File: config.mk
export PLATFORM = sky130hd
export DESIGN_NAME = sector_protect_map
export DESIGN_NICKNAME = d
export VERILOG_FILES = /design/src/common/spm_pkg.sv /design/src/common/spi_byte_if.sv /design/src/verilog/sector_protect_map.sv /design/src/verilog/spi_link_frontend.sv
export SDC_FILE = /design/constraint.sdc
export NUM_CORES = 2
export LEC_CHECK = 0
export ABC_AREA = 1
export BUFFER_PORTS_ARGS = -buffer_cell sky130_fd_sc_hd__buf_4
export CAP_MARGIN = 25
export CORE_MARGIN = 1
export CORE_UTILIZATION = 40
export DETAILED_ROUTE_END_ITERATION = 10
export SLEW_MARGIN = 20
export SYNTH_ARGS = -nofsm -noshare
export SYNTH_HDL_FRONTEND = slang
export SYNTH_SLANG_ARGS = --single-unit
export TNS_END_PERCENT = 10
File: constraint.sdc
create_clock -name clk_sys -period 22.7 [get_ports clk_sys]
set_clock_uncertainty 0.2 [all_clocks]
set_input_delay 5.675 -clock clk_sys [delete_from_list [all_inputs] [get_ports clk_sys]]
set_output_delay 5.675 -clock clk_sys [all_outputs]
set_load 0.05 [all_outputs]
File: src/common/spm_pkg.sv
// Constants, opcodes, timing and state types for the sector protection map block.
// Assumes a single system clock of 125 MHz; serial pins are sampled by that clock.
package spm_pkg;

    ////////////////////////////////////////////////////////////////////////////
    // Map geometry
    localparam int          MAP_BYTES      = 64;
    localparam int          SECTOR_W       = 6;
    localparam int          PAGE_W         = 7;
    localparam int          SEQ_BYTES      = 4;
    localparam int          DUMMY_BYTES    = 3;

    ////////////////////////////////////////////////////////////////////////////
    // Opcodes
    localparam logic [7:0]  OP_PREFIX0     = 8'h3D;
    localparam logic [7:0]  OP_PREFIX1     = 8'h2A;
    localparam logic [7:0]  OP_PREFIX2     = 8'h7F;
    localparam logic [7:0]  OP_MAP_ERASE   = 8'hCF;
    localparam logic [7:0]  OP_MAP_PROGRAM = 8'hFC;
    localparam logic [7:0]  OP_MAP_READ    = 8'h32;

    ////////////////////////////////////////////////////////////////////////////
    // Values and field positions
    localparam logic [7:0]  MAP_ERASED     = 8'hFF;
    localparam logic [7:0]  MAP_RESET      = 8'h00;
    localparam logic [7:0]  READ_FILL      = 8'h00;
    localparam int          SEC0A_BIT_HI   = 7;
    localparam int          SEC0A_BIT_LO   = 6;
    localparam int          SEC0B_BIT_HI   = 5;
    localparam int          SEC0B_BIT_LO   = 4;
    localparam logic [6:0]  SEC0A_LAST_PG  = 7'h07;

    ////////////////////////////////////////////////////////////////////////////
    // Timing
    localparam int          CLK_PERIOD_NS            = 8;
    localparam int          PROTECT_ERASE_TIME_MAX_NS = 50000;
    localparam int          PROGRAM_TIME_MAX_NS      = 40000;
    // Longest times round down to whole cycles
    localparam int          ERASE_CYCLES_DEF = PROTECT_ERASE_TIME_MAX_NS / CLK_PERIOD_NS;
    localparam int          PROG_CYCLES_DEF  = PROGRAM_TIME_MAX_NS / CLK_PERIOD_NS;

    ////////////////////////////////////////////////////////////////////////////
    // Frame decoder states
    typedef enum logic [2:0] {
        ST_OPCODE,
        ST_SEQ,
        ST_DUMMY,
        ST_READ,
        ST_PROG_DATA,
        ST_IGNORE
    } frame_state_t;

    // Protection of one page given its map byte
    function automatic logic sector_protected(input logic [7:0] map_byte,
                                              input logic [5:0] sector,
                                              input logic [6:0] page);
        logic res;
        res = 1'b0;
        if (sector != 6'h00) begin
            res = (map_byte == MAP_ERASED);
        end else if (page <= SEC0A_LAST_PG) begin
            res = map_byte[SEC0A_BIT_HI] & map_byte[SEC0A_BIT_LO];
        end else begin
            res = map_byte[SEC0B_BIT_HI] & map_byte[SEC0B_BIT_LO];
        end
        return res;
    endfunction

endpackage

File: src/common/spi_byte_if.sv
// Byte-level link between the serial front end and the map command core.
// Both ends run on clk_sys.
`timescale 1ns/1ps
interface spi_byte_if;
    logic       frame_active;
    logic       frame_end;
    logic       rx_valid;
    logic [7:0] rx_byte;
    logic       tx_en;
    logic [7:0] tx_byte;
    logic       tx_load;

    modport front (
        output frame_active,
        output frame_end,
        output rx_valid,
        output rx_byte,
        output tx_load,
        input  tx_en,
        input  tx_byte
    );

    modport core (
        input  frame_active,
        input  frame_end,
        input  rx_valid,
        input  rx_byte,
        input  tx_load,
        output tx_en,
        output tx_byte
    );
endinterface

File: src/verilog/sector_protect_map.sv
// Sector protection map command core: erase, program and read of the 64-byte map,
// self-timed busy cycles, and the protection lookup used by array commands.
// Assumes prot_enabled and the query port come from logic on clk_sys; pins do not.
//
// Summary of operation
// - Erase starts only when select rises right after the last opcode bit.
// - Busy shows during erase; erase ends within the maximum erase time.
// - Erase sets every map byte to FF, all sectors protected.
// - Erase accepted whether global protection is on or off.
// - With protection on, protected sectors refuse array program or erase.
// - Sixty-four data bytes, first for sector 0 up to sector 63.
// - Select rising after data starts the program cycle; busy meanwhile.
// - Bytes not received before select rises are left undefined.
// - Write pointer wraps; byte 65 lands on location 0 again.
// - Program accepted whether global protection is on or off.
// - Program command overwrites the first SRAM data buffer.
// - After dummies, map bytes shift out from sector 0 to 63.
// - After 64 bytes, further clocks give undefined output.
// - Select rising ends the read and floats the output.
// - Sectors 1 to 63: FF protected, 00 unprotected, byte n for sector n.
// - Byte 0: bits 7,6 guard pages 0-7; bits 5,4 pages 8-127.
// - Write-protect asserted blocks map erase and program.
`timescale 1ns/1ps
module sector_protect_map
    import spm_pkg::*;
#(
    parameter int ERASE_CYCLES = ERASE_CYCLES_DEF,
    parameter int PROG_CYCLES  = PROG_CYCLES_DEF
) (
    input  wire logic                clk_sys,
    input  wire logic                resetn,
    input  wire logic                cs_n,
    input  wire logic                sck,
    input  wire logic                si,
    input  wire logic                wp_n,
    input  wire logic                prot_enabled,
    input  wire logic [SECTOR_W-1:0] query_sector,
    input  wire logic [PAGE_W-1:0]   query_page,
    output logic                     so_out,
    output logic                     so_oe,
    output logic                     busy,
    output logic                     query_protected,
    output logic                     buf1_wr_en,
    output logic [SECTOR_W-1:0]      buf1_wr_addr,
    output logic [7:0]               buf1_wr_data
);

    localparam int TIMER_W = $clog2((ERASE_CYCLES > PROG_CYCLES ? ERASE_CYCLES : PROG_CYCLES) + 1);

    spi_byte_if lnk ();

    frame_state_t        state_reg;
    logic [1:0]          seq_cnt_reg;
    logic                erase_req_reg;
    logic                prog_req_reg;
    logic [SECTOR_W-1:0] wr_ptr_reg;
    logic [SECTOR_W:0]   rd_idx_reg;
    logic [7:0]          tx_byte_reg;
    logic [1:0]          wp_sync_reg;
    logic                job_prog_reg;
    logic [TIMER_W-1:0]  timer_reg;
    logic [7:0]          map_reg [MAP_BYTES];
    logic [7:0]          stage_reg [MAP_BYTES];
    logic                wp_clear;
    logic                job_done;
    logic [TIMER_W-1:0]  job_last;

    spi_link_frontend u_front (
        .clk_sys (clk_sys),
        .resetn  (resetn),
        .cs_n    (cs_n),
        .sck     (sck),
        .si      (si),
        .so_out  (so_out),
        .so_oe   (so_oe),
        .lnk     (lnk.front)
    );

    ////////////////////////////////////////////////////////////////////////////
    // Write-protect pin, active low
    always_ff @(posedge clk_sys) begin
        if (!resetn) begin
            wp_sync_reg <= 2'h3;
        end else begin
            wp_sync_reg <= {wp_sync_reg[0], wp_n};
        end
    end
    assign wp_clear = wp_sync_reg[1];

    ////////////////////////////////////////////////////////////////////////////
    // Frame decoder
    always_ff @(posedge clk_sys) begin
        if (!resetn || lnk.frame_end) begin
            state_reg     <= ST_OPCODE;
            seq_cnt_reg   <= 2'h0;
            erase_req_reg <= 1'b0;
            prog_req_reg  <= 1'b0;
        end else if (lnk.rx_valid) begin
            unique case (state_reg)
                ST_OPCODE: begin
                    seq_cnt_reg <= 2'h1;
                    // Commands arriving during a busy cycle are dropped whole
                    if (busy) begin
                        state_reg <= ST_IGNORE;
                    end else if (lnk.rx_byte == OP_PREFIX0) begin
                        state_reg <= ST_SEQ;
                    end else if (lnk.rx_byte == OP_MAP_READ) begin
                        state_reg <= ST_DUMMY;
                    end else begin
                        state_reg <= ST_IGNORE;
                    end
                end
                ST_SEQ: begin
                    seq_cnt_reg <= seq_cnt_reg + 2'h1;
                    if (seq_cnt_reg == 2'h1) begin
                        state_reg <= (lnk.rx_byte == OP_PREFIX1) ? ST_SEQ : ST_IGNORE;
                    end else if (seq_cnt_reg == 2'h2) begin
                        state_reg <= (lnk.rx_byte == OP_PREFIX2) ? ST_SEQ : ST_IGNORE;
                    // erase taken regardless of global protection
                    end else if (lnk.rx_byte == OP_MAP_ERASE) begin
                        erase_req_reg <= 1'b1;
                        state_reg     <= ST_IGNORE;
                    end else if (lnk.rx_byte == OP_MAP_PROGRAM) begin
                        prog_req_reg <= 1'b1;
                        state_reg    <= ST_PROG_DATA;
                    end else begin
                        state_reg <= ST_IGNORE;
                    end
                end
                ST_DUMMY: begin
                    seq_cnt_reg <= seq_cnt_reg + 2'h1;
                    if (seq_cnt_reg == 2'(DUMMY_BYTES)) begin
                        state_reg <= ST_READ;
                    end
                end
                ST_IGNORE: begin
                    // a further byte after erase opcode cancels it
                    erase_req_reg <= 1'b0;
                end
                ST_READ,
                ST_PROG_DATA: begin
                end
            endcase
        end
    end

    ////////////////////////////////////////////////////////////////////////////
    // byte n to location n
    always_ff @(posedge clk_sys) begin
        if (!resetn) begin
            wr_ptr_reg   <= '0;
            buf1_wr_en   <= 1'b0;
            buf1_wr_addr <= '0;
            buf1_wr_data <= 8'h00;
        end else begin
            buf1_wr_en <= 1'b0;
            if (state_reg != ST_PROG_DATA) begin
                wr_ptr_reg <= '0;
            end else if (lnk.rx_valid) begin
                stage_reg[wr_ptr_reg] <= lnk.rx_byte;
                buf1_wr_en            <= 1'b1;
                buf1_wr_addr          <= wr_ptr_reg;
                buf1_wr_data          <= lnk.rx_byte;
                wr_ptr_reg            <= wr_ptr_reg + 1'b1;
            end
        end
    end

    ////////////////////////////////////////////////////////////////////////////
    // read pointer advances per byte
    // past the end the fill value goes out
    always_ff @(posedge clk_sys) begin
        if (!resetn || state_reg != ST_READ) begin
            rd_idx_reg <= '0;
        end else if (lnk.tx_load && rd_idx_reg != (SECTOR_W+1)'(MAP_BYTES)) begin
            rd_idx_reg <= rd_idx_reg + 1'b1;
        end
    end

    always_ff @(posedge clk_sys) begin
        if (!resetn) begin
            tx_byte_reg <= READ_FILL;
        end else if (rd_idx_reg[SECTOR_W]) begin
            tx_byte_reg <= READ_FILL;
        end else begin
            tx_byte_reg <= map_reg[rd_idx_reg[SECTOR_W-1:0]];
        end
    end

    assign lnk.tx_en   = (state_reg == ST_READ);
    assign lnk.tx_byte = tx_byte_reg;

    ////////////////////////////////////////////////////////////////////////////
    // Self-timed cycles
    assign job_last = job_prog_reg ? TIMER_W'(PROG_CYCLES - 1) : TIMER_W'(ERASE_CYCLES - 1);
    assign job_done = busy && (timer_reg == job_last);

    always_ff @(posedge clk_sys) begin
        if (!resetn) begin
            busy         <= 1'b0;
            job_prog_reg <= 1'b0;
            timer_reg    <= '0;
        end else if (busy) begin
            timer_reg <= timer_reg + 1'b1;
            // erase bounded by its maximum time
            if (job_done) begin
                busy <= 1'b0;
            end
        end else if (lnk.frame_end && wp_clear && (erase_req_reg || prog_req_reg)) begin
            busy         <= 1'b1;
            job_prog_reg <= prog_req_reg;
            timer_reg    <= '0;
        end
    end

    // Program only clears bits, so on a map not erased first it can remove protection but not add it
    always_ff @(posedge clk_sys) begin
        if (!resetn) begin
            for (int i = 0; i < MAP_BYTES; i++) begin
                map_reg[i] <= MAP_RESET;
            end
        end else if (job_done) begin
            for (int i = 0; i < MAP_BYTES; i++) begin
                // unreceived bytes are ANDed with stale buffer contents
                map_reg[i] <= job_prog_reg ? (map_reg[i] & stage_reg[i]) : MAP_ERASED;
            end
        end
    end

    ////////////////////////////////////////////////////////////////////////////
    // lookup gates array commands
    // sector 0 split by bit pairs
    always_ff @(posedge clk_sys) begin
        if (!resetn) begin
            query_protected <= 1'b0;
        end else begin
            query_protected <= prot_enabled &&
                sector_protected(map_reg[query_sector], query_sector, query_page);
        end
    end

endmodule // sector_protect_map

File: src/verilog/spi_link_frontend.sv
// Serial front end: synchronises the select, clock and data pins, assembles bytes
// on rising clock edges and shifts reply bytes out on falling edges, MSB first.
// Assumes the serial clock is far slower than clk_sys (at least four samples a phase).
`timescale 1ns/1ps
module spi_link_frontend
    import spm_pkg::*;
(
    input  wire logic      clk_sys,
    input  wire logic      resetn,
    input  wire logic      cs_n,
    input  wire logic      sck,
    input  wire logic      si,
    output logic           so_out,
    output logic           so_oe,
    spi_byte_if.front      lnk
);

    logic [1:0] cs_sync_reg;
    logic [1:0] sck_sync_reg;
    logic [1:0] si_sync_reg;
    logic       sck_last_reg;
    logic       active_last_reg;
    logic [2:0] bit_cnt_reg;
    logic [6:0] shift_reg;
    logic       rx_valid_reg;
    logic [7:0] rx_byte_reg;
    logic       frame_end_reg;
    logic [7:0] tx_shift_reg;
    logic       tx_load_reg;
    logic       active;
    logic       sck_rise;
    logic       sck_fall;

    ////////////////////////////////////////////////////////////////////////////
    // Pin synchronisers
    always_ff @(posedge clk_sys) begin
        if (!resetn) begin
            cs_sync_reg  <= 2'h3;
            sck_sync_reg <= 2'h0;
            si_sync_reg  <= 2'h0;
            sck_last_reg <= 1'b0;
            active_last_reg <= 1'b0;
        end else begin
            cs_sync_reg  <= {cs_sync_reg[0], cs_n};
            sck_sync_reg <= {sck_sync_reg[0], sck};
            si_sync_reg  <= {si_sync_reg[0], si};
            sck_last_reg <= sck_sync_reg[1];
            active_last_reg <= active;
        end
    end

    assign active   = ~cs_sync_reg[1];
    assign sck_rise = sck_sync_reg[1] & ~sck_last_reg;
    assign sck_fall = ~sck_sync_reg[1] & sck_last_reg;

    ////////////////////////////////////////////////////////////////////////////
    // MSB first, sample on rise
    always_ff @(posedge clk_sys) begin
        if (!resetn || !active) begin
            bit_cnt_reg  <= 3'h0;
            shift_reg    <= 7'h00;
            rx_valid_reg <= 1'b0;
            rx_byte_reg  <= 8'h00;
        end else begin
            rx_valid_reg <= sck_rise && (bit_cnt_reg == 3'h7);
            if (sck_rise) begin
                shift_reg   <= {shift_reg[5:0], si_sync_reg[1]};
                bit_cnt_reg <= bit_cnt_reg + 3'h1;
                if (bit_cnt_reg == 3'h7) begin
                    rx_byte_reg <= {shift_reg, si_sync_reg[1]};
                end
            end
        end
    end

    always_ff @(posedge clk_sys) begin
        if (!resetn) begin
            frame_end_reg <= 1'b0;
        end else begin
            frame_end_reg <= active_last_reg & ~active;
        end
    end

    ////////////////////////////////////////////////////////////////////////////
    // output changes on falling edge
    // high impedance once select is removed
    always_ff @(posedge clk_sys) begin
        if (!resetn || !active) begin
            so_out       <= 1'b0;
            so_oe        <= 1'b0;
            tx_shift_reg <= 8'h00;
            tx_load_reg  <= 1'b0;
        end else begin
            tx_load_reg <= 1'b0;
            if (sck_fall && lnk.tx_en) begin
                so_oe <= 1'b1;
                if (bit_cnt_reg == 3'h0) begin
                    so_out       <= lnk.tx_byte[7];
                    tx_shift_reg <= {lnk.tx_byte[6:0], 1'b0};
                    tx_load_reg  <= 1'b1;
                end else begin
                    so_out       <= tx_shift_reg[7];
                    tx_shift_reg <= {tx_shift_reg[6:0], 1'b0};
                end
            end
        end
    end

    assign lnk.frame_active = active;
    assign lnk.frame_end    = frame_end_reg;
    assign lnk.rx_valid     = rx_valid_reg;
    assign lnk.rx_byte      = rx_byte_reg;
    assign lnk.tx_load      = tx_load_reg;

endmodule // spi_link_frontend

# ---- Yosys cells after proc, flatten, opt, wreduce, memory -nomap -nowiden
# Memories as Yosys holds them, arrays and structs flattened. A register that Yosys moved wholly into a read port is not among the register bits.
# Index checks and enable logic that the tools add are counted.
dict set report classes {
  n_mux 164
  shift 0
  addsub 5
  n_eq_ne 23
  div_mod_pow 0
  n_mul 0
  n_bitwise 143
  n_lt_le_gt_ge 1
  n_reduce_logical 30
}
# op n
set op_table {}
lappend op_table {{8-bit 2-to-1 mux} 129}
lappend op_table {{8-bit bitwise AND} 64}
lappend op_table {{1-bit bitwise OR} 64}
lappend op_table {{13-bit 2-to-1 mux} 2}
lappend op_table {{8-bit by 6-bit equality test with 1-bit output, second input constant} 3}
lappend op_table {{8-bit equality test, second input constant} 3}
lappend op_table {{3-bit 2-to-1 mux} 8}
lappend op_table {{1-bit 2-to-1 mux} 21}
lappend op_table {{13-bit by 1-bit adder with 13-bit output, second input constant} 1}
lappend op_table {{13-bit equality test} 1}
lappend op_table {{12-bit 2-to-1 mux} 1}
lappend op_table {{1-bit NOT} 10}
lappend op_table {{3-bit case mux with 3 select lines} 1}
lappend op_table {{8-bit by 7-bit equality test with 1-bit output, second input constant} 1}
lappend op_table {{2-bit != test, second input constant} 4}
lappend op_table {{2-bit AND reduction} 4}
lappend op_table {{2-bit OR reduction} 4}
lappend op_table {{7-bit by 1-bit adder with 7-bit output, second input constant} 1}
lappend op_table {{7-bit by 3-bit <= comparator with 1-bit output, second input constant} 1}
lappend op_table {{1-bit logical AND} 7}
lappend op_table {{7-bit != test, second input constant} 1}
lappend op_table {{6-bit by 1-bit adder with 6-bit output, second input constant} 1}
lappend op_table {{3-bit by 2-bit equality test with 1-bit output, second input constant} 2}
lappend op_table {{3-bit equality test, second input constant} 2}
lappend op_table {{19 further kinds} 30}
dict set report word_totals {
  rom_bits 0
  register_bits 92
  wordCells 396
  ram_bits 1024
  inputBits 20
  latch_bits 0
  n_memories 2
}
# name depth word_bits read_ports rd_clocked_by_memory_dff write_ports line
set memory_table {}
lappend memory_table {map_reg 64 8 66 1 64 sector_protect_map.sv:62} ;# logic [7:0] map_reg [MAP_BYTES];
lappend memory_table {stage_reg 64 8 64 0 1 sector_protect_map.sv:63} ;# logic [7:0] stage_reg [MAP_BYTES];

# ---- Logic depth before layout (Yosys ltp)
dict set report logic_depth {
  word_depth 7
  mapped_depth 17
  mapped_depth_nobuf 15
}

# ---- Modules after synthesis
# A second synthesis with hierarchy kept.
dict set report unflattened {
  hier_cells 4562
  hier_area_um2 48247.5
}
# mod cells_per_inst instances seq_area_each_um2 area_per_inst_um2
set by_module_without_submodules {}
lappend by_module_without_submodules {sector_protect_map 4359 1 31970.7 46756.1}
lappend by_module_without_submodules {spi_link_frontend 203 1 760.7 1491.4}

# ---- Worst setup path before layout
# Ideal clock, no wire load.
dict set report synth_timing {
  path_type {in2reg}
  start {in resetn}
  end {mem map_reg[0][0] (enable)}
  slack_ns 4.434
  arrival_ns 14.423
  cell_stages 3
  setup_ns 3.643
  path_cell_list {buf_2 clkbuf_1 nand2_1}
}
# element line
set synth_lines {}
lappend synth_lines {{start: declaration} sector_protect_map.sv:31} ;# input wire logic resetn,
lappend synth_lines {{end: declaration} sector_protect_map.sv:62}

==> impl_metrics.toml <==
[status]
status = "complete, no violations"

[critical_path]
r2r_slack_ns = 17.03
r2r-start = "job_prog_reg"
worstSetupPathType = "in2reg"
end_kind = "register"
crit_arrival_ns = 9.36
startpoint = "resetn"
worstRegToRegCells = 8
startpoint_type = "input port"
crit_fanout = 156
required_ns = 22.85
crit-reg2reg-capture = "map_reg[51][6]"
cp-endpoint = "map_reg[51][6]"

[min_path]
whs_path_depth = 1
hold_path_class = "reg2reg"

[clock_tree]
insertion_delay_ns = 0.70
post_cts_buffers = 0
cts_tree = "built"
htreeDepth = 3
clk_pin_slew_ns = 0.06
root_buffer = "clkbuf_16"
cts_hold_buf = 0
cts.sinks = 1123
clock_path_buffers = 3
cts_buffers = 114
cts_resized = 0

[yosys]
synth_seq_cells = 1123
synth_top_area_cell = "edfxtp_1"
synth_top_family_by_area = "simple AND/OR/NAND/NOR gates"
synthTopCellsByArea = "edfxtp_1, a21oi_1, nand2_1"
yosys.area_share.simple_pct = 15.6
synth_edf_count = 1024
synthArstFlopShare_pct = 0
synth_common_cells = "edfxtp_1, nand2_1, a21oi_1"
synth_compound_area_share_pct = 12.6
synthAdderAreaFrac_pct = 0.259
yosysUniqueCellTypes = 40
netlist_area_sq_mm = 0.0483
syn_avg_cell_area_sq_um = 10.6
ys_seq_area_share_pct = 67.7
synth_xor_area_share_pct = 0
synth_ff_type = "edfxtp_1"
synth.area.mux_share_pct = 0
ys_warn_count = 0
yosysMostFrequentCell = "edfxtp_1"
yosysTopAreaCellShare_pct = 63.6
syn_nets = 4606
syn_inst = 4576

[die]
row_count = 127
start_util_pct = 40.3
die_x_microns = 350
die_area_sq_mm = 0.122
ios = 39
fp.coreArea_sq_mm = 0.120
chipHeight_microns = 350

[job]
maxCapViolCount = 0

[drt]
wire_per_inst_microns = 22.0
vias = 34500
avgViaCountPerCell = 5.57
wl_microns = 137000
drtIter0Drc = 3808
drtAntennaViolNets = 0
drt-pass1-iter-count = 6
drc = 0

[timing]
hold_slack_ns = 0.219
fin_setup_tns_ns = 0
slew_headroom_pct = 21.3
hold_viol_final = 0
setup_viol = 0
finalMaxSlewViolations = 0
fmax_mhz = 109
tightest_slew_ns = 1.18
grt_setup_unrepaired = "false"
period_share_pct = 40.6
fin_crit_ns = 9.21

[place]
place_inst = 5982
gp_congestion = 0.840
io_buffers = 35
place_area_sq_mm = 0.0499
hpwl_microns = 76800

[layout]
nets = 4517
finalNonFillerCells = 6200
area_growth_pct = 11.0
final_cell_area_sq_mm = 0.0537
drive_gt1_share_pct = 7.63

[pwr]
leakagePower_nw = 19.9
power_w = 0.00436
vdd_drop_max_uv = 72.6
power_density_mw_per_mm2 = 81.3

[grt]
grt_pass1_wl_microns = 205000
gr-usage-all-layers_pct = 22.0
overflow = 0
grt_pass1_vias = 32600
antenna_found_initial = 4
grt_max_degree = 187
==> worst min-delay path by stage <==
stage / start / slack (ns) / to
after global routing: u_front.cs_sync_reg[0] / 0.25 / u_front.cs_sync_reg[1]
after detailed placement: u_front.cs_sync_reg[0] / 0.20 / u_front.cs_sync_reg[1]
after floorplan: u_front.sck_sync_reg[0] / 0.19 / u_front.sck_sync_reg[1]
final: u_front.cs_sync_reg[0] / 0.22 / u_front.cs_sync_reg[1]
after global placement: u_front.cs_sync_reg[0] / 0.21 / u_front.cs_sync_reg[1]
after CTS: u_front.cs_sync_reg[0] / 0.23 / u_front.cs_sync_reg[1]
==> worst max-delay path: stages <==
cell     delay [ns]
buf_4          0.22
nand2_4        0.71
buf_4          0.76
buf_12         0.60
buf_4          0.64
buf_12         0.31
==> where the power goes <==
| group | switching [W] | internal [W] |
|---|---|---|
| logic | 0.000107 | 0.0000393 |
| clock network | 0.000801 | 0.00108 |
| registers | 0.0000394 | 0.00229 |
==> cell families after synthesis <==
group | after synthesis
AO/OA/AOI/OAI | 1160
flip-flops | 1123
adder cells (fa/ha/maj) | 10
buffers and inverters | 450
AND/OR/NAND/NOR | 1833
==> cells in the final DEF, fill, tap and decap left out, types with 4 or more instances in the layout <==
cell type  Yosys  routed
edfxtp_1    1024    1024
clkinv_1       4      23
ha_1          10      10
clkbuf_1     178      30
inv_1        157     153
a21oi_1      655     655
o21ai_0      365     365
dfxtp_1       99      88
clkinv_2       0      22
nor2_1       609     607
buf_4          2      72
o221ai_1      10      10
a31oi_1       16      16
nand2_1      820     819
dfxtp_4        0      10
nor3_1        24      23
bufinv_16      0       8
or2_2          5       5
buf_12         0       6
clkbuf_16      0     121
nor4_1         4       4
nand3_1      275     275
nor2_2        73      75
o22ai_1       59      59
o211ai_1      41      41
clkbuf_8       0       6
nand4_1       20      20
==> layout make-up <==
class / count / area (sq um)
clock buffers: 158 / 3230
flip-flops and latches: 1123 / 32800
inverters: 163 / 638
multi-input cells: 3003 / 13800
repair buffers: 82 / 726
fillers: 11300 / 66200
diodes: 1 / 2.50
well taps: 1612 / 2020
clock inverters: 58 / 522
==> metrics by stage <==
stage               setup slack, ns  util (%)
floorplan                      4.43         -
global placement              12.78      41.6
detailed placement            12.75      41.6
CTS                           13.48      44.8
global route                  13.30      44.8
finish                        13.49      44.8
==> layer usage <==
layer	vias to the layer above	global-route usage (%)	share of wire, %
met3	234	3.21	8.5
met4	2	7.21	2.9
li1	16000	-	-
met5	-	0	0.0088
met2	1496	35.0	47
met1	16800	30.8	42
Power figures use the tool's default switching activity.
